File: src/pkg/ctx_defines.vh
// constants for the can transmit buffer process block
`ifndef CTX_DEFINES_VH
`define CTX_DEFINES_VH

// ************************************************************
// buffer geometry
// ************************************************************
`define CTX_NUM_BUF      16
`define CTX_BUF_IDX_W    4
`define CTX_ID_W         16
`define CTX_BYTE_W       8
`define CTX_MAX_BYTES    8
`define CTX_LEN_W        4
`define CTX_BYTE_IDX_W   3
`define CTX_MAX_LEN      4'h8
`define CTX_HDR_BYTES    4'h5
`define CTX_SYNC_CNT     4'ha

// ************************************************************
// code field values
// ************************************************************
`define CTX_CODE_W       4
`define CTX_CODE_TX_OFF  4'h8
`define CTX_CODE_TX_ON   4'hc
`define CTX_CODE_RESET   4'h0

// ************************************************************
// host write selectors
// ************************************************************
`define CTX_SEL_W        2
`define CTX_SEL_CTRL     2'h0
`define CTX_SEL_IDHI     2'h1
`define CTX_SEL_IDLO     2'h2
`define CTX_SEL_DATA     2'h3

// ************************************************************
// output fifo
// ************************************************************
`define CTX_FIFO_W       8
`define CTX_FIFO_DEPTH   16
`define CTX_FIFO_AW      4
`define CTX_FIFO_CNT_W   5

`endif

File: src/logic/ctx_fifo.v
// parameterised valid/ready fifo for the serial byte stream
`default_nettype none
`include "ctx_defines.vh"

module ctx_fifo #(
    parameter WIDTH = `CTX_FIFO_W,
    parameter DEPTH = `CTX_FIFO_DEPTH,
    parameter AW    = `CTX_FIFO_AW
) (
    // clock, reset, enable
    input  wire             sys_clk,
    input  wire             rst_b,
    input  wire             clk_en,
    // fill side
    input  wire             in_valid,
    output wire             in_ready,
    input  wire [WIDTH-1:0] in_data,
    // drain side
    output wire             out_valid,
    input  wire             out_ready,
    output reg  [WIDTH-1:0] out_data
);

    reg [WIDTH-1:0] mem [0:DEPTH-1];
    reg [AW-1:0]    wr_ptr_r;
    reg [AW-1:0]    rd_ptr_r;
    reg [AW:0]      count_r;
    wire            push;
    wire            pop;

    // honest flags straight from the count
    assign in_ready  = (count_r != DEPTH[AW:0]);
    assign out_valid = (count_r != {(AW+1){1'b0}});
    assign push      = in_valid & in_ready & clk_en;
    assign pop       = out_valid & out_ready & clk_en;

    // storage has no reset, saves area
    always @(posedge sys_clk) begin
        if (push) begin
            mem[wr_ptr_r] <= in_data;
        end
    end

    // pointers and count
    always @(posedge sys_clk or negedge rst_b) begin
        if (!rst_b) begin
            wr_ptr_r <= {AW{1'b0}};
            rd_ptr_r <= {AW{1'b0}};
            count_r  <= {(AW+1){1'b0}};
        end else begin
            if (push) begin
                wr_ptr_r <= wr_ptr_r + 1'b1;
            end
            if (pop) begin
                rd_ptr_r <= rd_ptr_r + 1'b1;
            end
            if (push & ~pop) begin
                count_r <= count_r + 1'b1;
            end else if (pop & ~push) begin
                count_r <= count_r - 1'b1;
            end
        end
    end

    // data output registered: head word is shown while valid
    always @(posedge sys_clk or negedge rst_b) begin
        if (!rst_b) begin
            out_data <= {WIDTH{1'b0}};
        end else if (clk_en) begin
            if (push && (count_r == {(AW+1){1'b0}} || (pop && count_r == 1))) begin
                out_data <= in_data;
            end else if (pop) begin
                out_data <= mem[rd_ptr_r + 1'b1];
            end
        end
    end

endmodule // ctx_fifo
`default_nettype wire

File: src/logic/ctx_tx_core.v
// transmit message buffers, internal arbitration and serial feed
`default_nettype none
`include "ctx_defines.vh"

module ctx_tx_core (
    // clock, reset, enable
    input  wire                        sys_clk,
    input  wire                        rst_b,
    input  wire                        clk_en,
    // host buffer write port
    input  wire                        host_wr,
    input  wire [`CTX_BUF_IDX_W-1:0]   host_buf,
    input  wire [`CTX_SEL_W-1:0]       host_sel,
    input  wire [`CTX_BYTE_IDX_W-1:0]  host_byte,
    input  wire [`CTX_ID_W-1:0]        host_wdata,
    // mode control
    input  wire                        freeze_req,
    // receiver bus state
    input  wire                        bus_idle,
    input  wire                        interframe,
    // serial stream toward the shifter
    output wire                        ser_valid,
    input  wire                        ser_ready,
    output wire [`CTX_FIFO_W-1:0]      ser_data,
    // status
    output reg                         synced,
    output reg                         tx_busy,
    output reg  [`CTX_BUF_IDX_W-1:0]   tx_buf,
    output reg                         tx_done
);

    // ************************************************************
    // state
    // ************************************************************
    localparam ST_FREEZE = 3'h0;
    localparam ST_SYNC   = 3'h1;
    localparam ST_IDLE   = 3'h2;
    localparam ST_LOAD   = 3'h3;
    localparam ST_SEND   = 3'h4;

    localparam [`CTX_BYTE_IDX_W:0] SYNC_CNT  = `CTX_SYNC_CNT;  // idle samples to be synced
    localparam [`CTX_BYTE_IDX_W:0] HDR_BYTES = `CTX_HDR_BYTES; // id hi, id lo, length

    reg [`CTX_CODE_W-1:0]   code_r  [0:`CTX_NUM_BUF-1];
    reg [`CTX_LEN_W-1:0]    len_r   [0:`CTX_NUM_BUF-1];
    reg [`CTX_ID_W-1:0]     idhi_r  [0:`CTX_NUM_BUF-1];
    reg [`CTX_ID_W-1:0]     idlo_r  [0:`CTX_NUM_BUF-1];
    reg [`CTX_BYTE_W-1:0]   data_r  [0:`CTX_NUM_BUF*`CTX_MAX_BYTES-1];

    // serial message buffer: snapshot of the winning frame
    reg [`CTX_ID_W-1:0]     smb_idhi_r;
    reg [`CTX_ID_W-1:0]     smb_idlo_r;
    reg [`CTX_LEN_W-1:0]    smb_len_r;
    reg [`CTX_BYTE_W-1:0]   smb_data_r [0:`CTX_MAX_BYTES-1];

    reg [2:0]               state_r;
    reg [`CTX_BYTE_IDX_W:0] cnt_r;
    reg [`CTX_BYTE_IDX_W:0] pos_r;

    wire [`CTX_NUM_BUF-1:0] active;
    reg                     win_any;
    reg [`CTX_BUF_IDX_W-1:0] win_idx;
    reg [`CTX_FIFO_W-1:0]   byte_nxt;
    reg [`CTX_BYTE_IDX_W:0] total_nxt;
    wire                    fifo_ready;
    wire                    push;
    integer                 i;

    // clip length to payload limit
    function [`CTX_LEN_W-1:0] clip_len;
        input [`CTX_LEN_W-1:0] l;
        begin
            clip_len = (l > `CTX_MAX_LEN) ? `CTX_MAX_LEN : l;
        end
    endfunction

    // ************************************************************
    // arbitration
    // ************************************************************
    genvar g;
    generate
        for (g = 0; g < `CTX_NUM_BUF; g = g + 1) begin : g_act
            assign active[g] = (code_r[g] == `CTX_CODE_TX_ON);
        end
    endgenerate

    // single winner
    // lowest index wins; fixed priority keeps the choice deterministic
    always @* begin
        win_any = 1'b0;
        win_idx = {`CTX_BUF_IDX_W{1'b0}};
        for (i = `CTX_NUM_BUF - 1; i >= 0; i = i - 1) begin
            if (active[i]) begin
                win_any = 1'b1;
                win_idx = i[`CTX_BUF_IDX_W-1:0];
            end
        end
    end

    // ************************************************************
    // serial byte sequence: idhi, idlo, length, payload
    // ************************************************************
    // eight byte cap
    always @* begin
        total_nxt = HDR_BYTES + smb_len_r - 4'h2;
        case (pos_r)
            4'h0:    byte_nxt = smb_idhi_r[15:8];
            4'h1:    byte_nxt = smb_idhi_r[7:0];
            4'h2:    byte_nxt = smb_idlo_r[15:8];
            4'h3:    byte_nxt = smb_idlo_r[7:0];
            4'h4:    byte_nxt = {4'h0, smb_len_r};
            default: byte_nxt = smb_data_r[pos_r[`CTX_BYTE_IDX_W-1:0] - 3'h5];
        endcase
    end

    assign push = (state_r == ST_SEND) & fifo_ready;

    // ************************************************************
    // host writes, snapshot and sequencing
    // ************************************************************
    always @(posedge sys_clk or negedge rst_b) begin
        if (!rst_b) begin
            state_r    <= ST_FREEZE;
            cnt_r      <= {(`CTX_BYTE_IDX_W+1){1'b0}};
            pos_r      <= {(`CTX_BYTE_IDX_W+1){1'b0}};
            synced     <= 1'b0;
            tx_busy    <= 1'b0;
            tx_buf     <= {`CTX_BUF_IDX_W{1'b0}};
            tx_done    <= 1'b0;
            smb_idhi_r <= {`CTX_ID_W{1'b0}};
            smb_idlo_r <= {`CTX_ID_W{1'b0}};
            smb_len_r  <= {`CTX_LEN_W{1'b0}};
            for (i = 0; i < `CTX_NUM_BUF; i = i + 1) begin
                code_r[i] <= `CTX_CODE_RESET;
                len_r[i]  <= {`CTX_LEN_W{1'b0}};
                idhi_r[i] <= {`CTX_ID_W{1'b0}};
                idlo_r[i] <= {`CTX_ID_W{1'b0}};
            end
            for (i = 0; i < `CTX_NUM_BUF*`CTX_MAX_BYTES; i = i + 1) begin
                data_r[i] <= {`CTX_BYTE_W{1'b0}};
            end
            for (i = 0; i < `CTX_MAX_BYTES; i = i + 1) begin
                smb_data_r[i] <= {`CTX_BYTE_W{1'b0}};
            end
        end else if (clk_en) begin
            tx_done <= 1'b0;
            // host edits stored as given, but a code written to tx_buf in ST_LOAD is overridden by CTX_CODE_TX_OFF
            // deactivation written before the buffer's ST_LOAD cycle drops it out of arbitration; one written in ST_LOAD still loads the frame; id and data edits leave it in
            if (host_wr) begin
                case (host_sel)
                    `CTX_SEL_CTRL: begin
                        code_r[host_buf] <= host_wdata[`CTX_CODE_W+`CTX_LEN_W-1:`CTX_LEN_W];
                        len_r[host_buf]  <= host_wdata[`CTX_LEN_W-1:0];
                    end
                    `CTX_SEL_IDHI: idhi_r[host_buf] <= host_wdata;
                    `CTX_SEL_IDLO: idlo_r[host_buf] <= host_wdata;
                    default: data_r[{host_buf, host_byte}] <= host_wdata[`CTX_BYTE_W-1:0];
                endcase
            end
            case (state_r)
                ST_FREEZE: begin
                    synced <= 1'b0;
                    if (!freeze_req) begin
                        state_r <= ST_SYNC;
                        cnt_r   <= {(`CTX_BYTE_IDX_W+1){1'b0}};
                    end
                end
                ST_SYNC: begin
                    if (freeze_req) begin
                        state_r <= ST_FREEZE;
                    end else if (!bus_idle) begin
                        cnt_r <= {(`CTX_BYTE_IDX_W+1){1'b0}};
                    end else if (cnt_r == SYNC_CNT - 4'h1) begin
                        state_r <= ST_IDLE;
                        synced  <= 1'b1;
                    end else begin
                        cnt_r <= cnt_r + 4'h1;
                    end
                end
                ST_IDLE: begin
                    // nothing starts without an active buffer
                    if (freeze_req) begin
                        state_r <= ST_FREEZE;
                    end else if (win_any && (bus_idle || interframe)) begin
                        state_r <= ST_LOAD;
                        tx_buf  <= win_idx;
                    end
                end
                ST_LOAD: begin
                    // copy winner to serial buffer
                    // recheck the code: host may have deactivated it meanwhile
                    if (code_r[tx_buf] == `CTX_CODE_TX_ON) begin
                        smb_idhi_r <= idhi_r[tx_buf];
                        smb_idlo_r <= idlo_r[tx_buf];
                        smb_len_r  <= clip_len(len_r[tx_buf]);
                        for (i = 0; i < `CTX_MAX_BYTES; i = i + 1) begin
                            smb_data_r[i] <= data_r[{tx_buf, i[`CTX_BYTE_IDX_W-1:0]}];
                        end
                        code_r[tx_buf] <= `CTX_CODE_TX_OFF;
                        pos_r   <= {(`CTX_BYTE_IDX_W+1){1'b0}};
                        tx_busy <= 1'b1;
                        state_r <= ST_SEND;
                    end else begin
                        state_r <= ST_IDLE;
                    end
                end
                ST_SEND: begin
                    // fifo back-pressure stalls the sequencing
                    if (push) begin
                        if (pos_r == total_nxt + 4'h1) begin
                            tx_busy <= 1'b0;
                            tx_done <= 1'b1;
                            state_r <= ST_IDLE;
                        end else begin
                            pos_r <= pos_r + 4'h1;
                        end
                    end
                end
                default: state_r <= ST_FREEZE;
            endcase
        end
    end

    // ************************************************************
    // fifo between serial buffer and shifter
    // ************************************************************
    ctx_fifo #(
        .WIDTH (`CTX_FIFO_W),
        .DEPTH (`CTX_FIFO_DEPTH),
        .AW    (`CTX_FIFO_AW)
    ) u_fifo (
        .sys_clk   (sys_clk),
        .rst_b     (rst_b),
        .clk_en    (clk_en),
        .in_valid  (state_r == ST_SEND),
        .in_ready  (fifo_ready),
        .in_data   (byte_nxt),
        .out_valid (ser_valid),
        .out_ready (ser_ready),
        .out_data  (ser_data)
    );

endmodule // ctx_tx_core
`default_nettype wire

File: config.mk
export PLATFORM = sky130hd
export DESIGN_NAME = ctx_tx_core
export DESIGN_NICKNAME = d
export VERILOG_FILES = /design/src/logic/ctx_fifo.v /design/src/logic/ctx_tx_core.v
export VERILOG_INCLUDE_DIRS = /design/src /design/src/pkg
export SDC_FILE = /design/constraint.sdc
export NUM_CORES = 2
export LEC_CHECK = 0
export BUFFER_PORTS_ARGS = -buffer_cell sky130_fd_sc_hd__buf_2
export CAP_MARGIN = 25
export CELL_PAD_IN_SITES_DETAIL_PLACEMENT = 2
export CELL_PAD_IN_SITES_GLOBAL_PLACEMENT = 2
export CORE_ASPECT_RATIO = 1.75
export CORE_MARGIN = 2
export CORE_UTILIZATION = 50
export DETAILED_ROUTE_END_ITERATION = 7
export PLACE_DENSITY = 0.86
export SETUP_SLACK_MARGIN = 0.4
export SYNTH_ARGS = -nofsm -noshare
export SYNTH_HDL_FRONTEND = slang
export SYNTH_HIERARCHICAL = 1
export SYNTH_SLANG_ARGS = --single-unit
File: constraint.sdc
create_clock -name sys_clk -period 8.25 [get_ports sys_clk]
set_input_delay 0.825 -clock sys_clk [delete_from_list [all_inputs] [get_ports sys_clk]]
set_output_delay 0.825 -clock sys_clk [all_outputs]
set_load 0.005 [all_outputs]
==> run metrics <==
status completed; critical path peak fanout 54; DRC 0; Starting Density between 50 and 60%; crit path launch type flop; most frequent cell after synthesis dfrtp_1; syn avg cell area 15.9 µm²; initial antenna violation count 26; Die X roughly 320 µm; P&R area growth vs syn 10.0%; clock skew around 67 ps; pre-CTS WS 3440 ps; Cell Chain, Critical Path buf_4 > nor3b_1 > o2bb2ai_1 > a311o_1 > a2111o_1 > nor3_4 > buf_4 > buf_4 > mux2_2; post-layout instance area between 90000 and 100000 µm²; CP Data Arrival Time 6100 ps; fin worst setup slack approximately 2900 ps; gr ovfl total 0; FFs w/ async S/R, synth between 90 and 100%; Fillers ~14000; setup_tns 0 ps; Clock transition at path regs about 70 ps; post-route ant nets 0; Slew Limit Fails 0; PortBufs 48; PD cells ~240 nW/µm²; post-synthesis sequential area ratio 56.2%; post-synth top area cell dfrtp_1; Max Cap Viol 0; DP Wirelength 183000 µm; die footprint around 180000 µm²; WL/cell 48.1 µm; crit path kind reg2reg; syn nets approximately 5500; worst min path class in2reg; slowest CP cell a2111o_1; DRT Pass-1 Iters 6; WP data required 8960 ps; # rows about 200; CTS buffer count 180; fin util a little under three fifths; crit-path max cell delay 690 ps; Top Family by Delay on Critical Path buffers and inverters; routability cong. about 0.85; first-pass GRT wire length slightly below 500000 µm; Detailed Route WL approximately 380000 µm; VDD IR-drop max roughly 0.27 mV; vias in the first global route ~63000; Final setup viols 0; clk_lat worst skew ~880 ps; core area approximately 170000 µm²; IO Count 49; pin count of the biggest net entering global routing 188; CP most frequent cell buf_4; total track usage between 30% and 40%; RSZ-0062 raised after global routing no; min Tclk post-route 5390 ps; Fmax between 150 and 200 MHz; root buffer selected by CTS clkbuf_16; Bufs and invs on worst path 3; Synth top area share between 50% and 60%; routed vias between 50000 and 60000; CTS tree yes; fraction of layout cells with a size suffix above 1 between 40% and 50%; CTS max path bufs 4; Post-CTS Repair Setup Buffers 0; Lkg Pwr around 45 nW; CP Depth 9; placed inst area 89700 µm²; top_reg_cell synth dfrtp_1; most instantiated cells after synthesis dfrtp_1, mux2_2, mux4_2, clkbuf_1, nand2_1; R2R depth 9; Mapped Cells approximately 5500; DR iter-0 viols between 6000 and 7000; chip height roughly 560 µm; worst slew pin tran around 1500 ps; Syn Std Cell Area ~87000 µm²; Seq. cell area between 40000 and 50000 µm²; normalized max-slew margin under 10%; largest cells by area after synthesis dfrtp_1, mux2_2, mux4_2; Fin. Hold Viols 0; clock sink count 1931; hold depth 3; Fin Hold WS around 410 ps; Final period util 65.4%; Final #Nets around 5500; multi-input combinational cell area between 30000 and 40000 µm²; Syn. warnings 6; number of vias per cell 7.34; H-tree depth 4; critical path capture point type flop; Post-synth EDFFs 128; #FFs+latches synth roughly 1900; Yosys cell types 76
## flip-flops by register name, indices dropped and copies added (netlist names)
register         cells
idhi_r             256
tx_busy              1
smb_idhi_r          16
u_fifo/count_r       5
state_r              3
smb_len_r            4
smb_data_r          64
smb_idlo_r          16
tx_buf               4
cnt_r                4
len_r               64
u_fifo/mem         128
u_fifo/rd_ptr_r      4
u_fifo/out_data      8
u_fifo/wr_ptr_r      4
idlo_r             256
tx_done              1
data_r            1024
synced               1
code_r              64
pos_r                4
## cells by family after synthesis
group	after synthesis	share of synthesized area (%)
DFF	1931	56.2
buffers and inverters	428	2.01
AOI/OAI and AO/OA	191	1.50
and+or+nand+nor	622	3.28
xor gates and xnor gates	18	0.198
adders and majority gates	17	0.244
muxes	2279	36.5
## worst paths after layout
path / to / from / slack, ps
setup / recovery: smb_data_r[56] / tx_buf[1] / 2860
hold / removal: cnt_r[1] / bus_idle / 410
setup reg to reg: smb_data_r[56] / tx_buf[1] / 2860
hold reg to reg: data_r[88] / data_r[88] / 510
max in group asynchronous: idlo_r[197] / rst_b / 5330
min in group asynchronous: data_r[716] / rst_b / 580
## worst register-to-register path, cell delays in order (launching register included)
cell	delay, ps
dfrtp_4	490
buf_4	670
nor3b_1	500
o2bb2ai_1	240
a311o_1	410
a2111o_1	690
nor3_4	360
buf_4	640
buf_4	730
mux2_2	520
## report_power, final
group / total [mW] / internal [mW] / switching, mW / leakage, nW
clock network: 8.87 / 4.62 / 4.25 / 2.88
logic: 3.25 / 1.22 / 2.03 / 15.7
registers: 10.5 / 9.96 / 0.532 / 26.3
## routing by layer
metal  share of wire, %  wire [µm]  GRT usage, %  up-vias
met4                 10      39500          28.9       36
met1                 33     125000          42.2    31000
met3                7.2      27200          6.20     1945
met5              0.063        236             0        -
li1                   -          -             -    20400
met2                 49     185000          65.1     4036
## area by class of cell
class / count / area share [%]
repair buffers: 188 / 1.75
clock buffers: 258 / 5.54
well taps: 2244 / 2.93
clock inverters: 60 / 0.455
multi-input cells: 3127 / 38.1
flip-flops and latches: 1931 / 51.1
diodes: 11 / 0.0287
inverters: 16 / 0.0705
## through the flow
step	total power, mW	std cells
floorplan	12.4	5486
global placement	13.2	7478
detailed placement	13.5	7486
CTS	22.2	7805
global route	23.0	7826
finish	22.6	7835
## layout by cell type, fill, tap and decap left out, drive strengths merged, types with 30 or more instances in the layout
master	n
dfrtp	1803
mux2	1684
mux4	549
nand2	314
clkbuf	259
buf	186
edfxtp	128
nor2	127
clkinv	49
mux2i	46
nor3	38
o21ai	37
a31oi	30
## repair_timing
item | in CTS | in global routing
hold buffers | 1 | 0
setup endpoints to repair | 0 | 0
resized for setup | 0 | 0
hold endpoints to repair | 1 | 0
(Power assumes the default switching activity.)
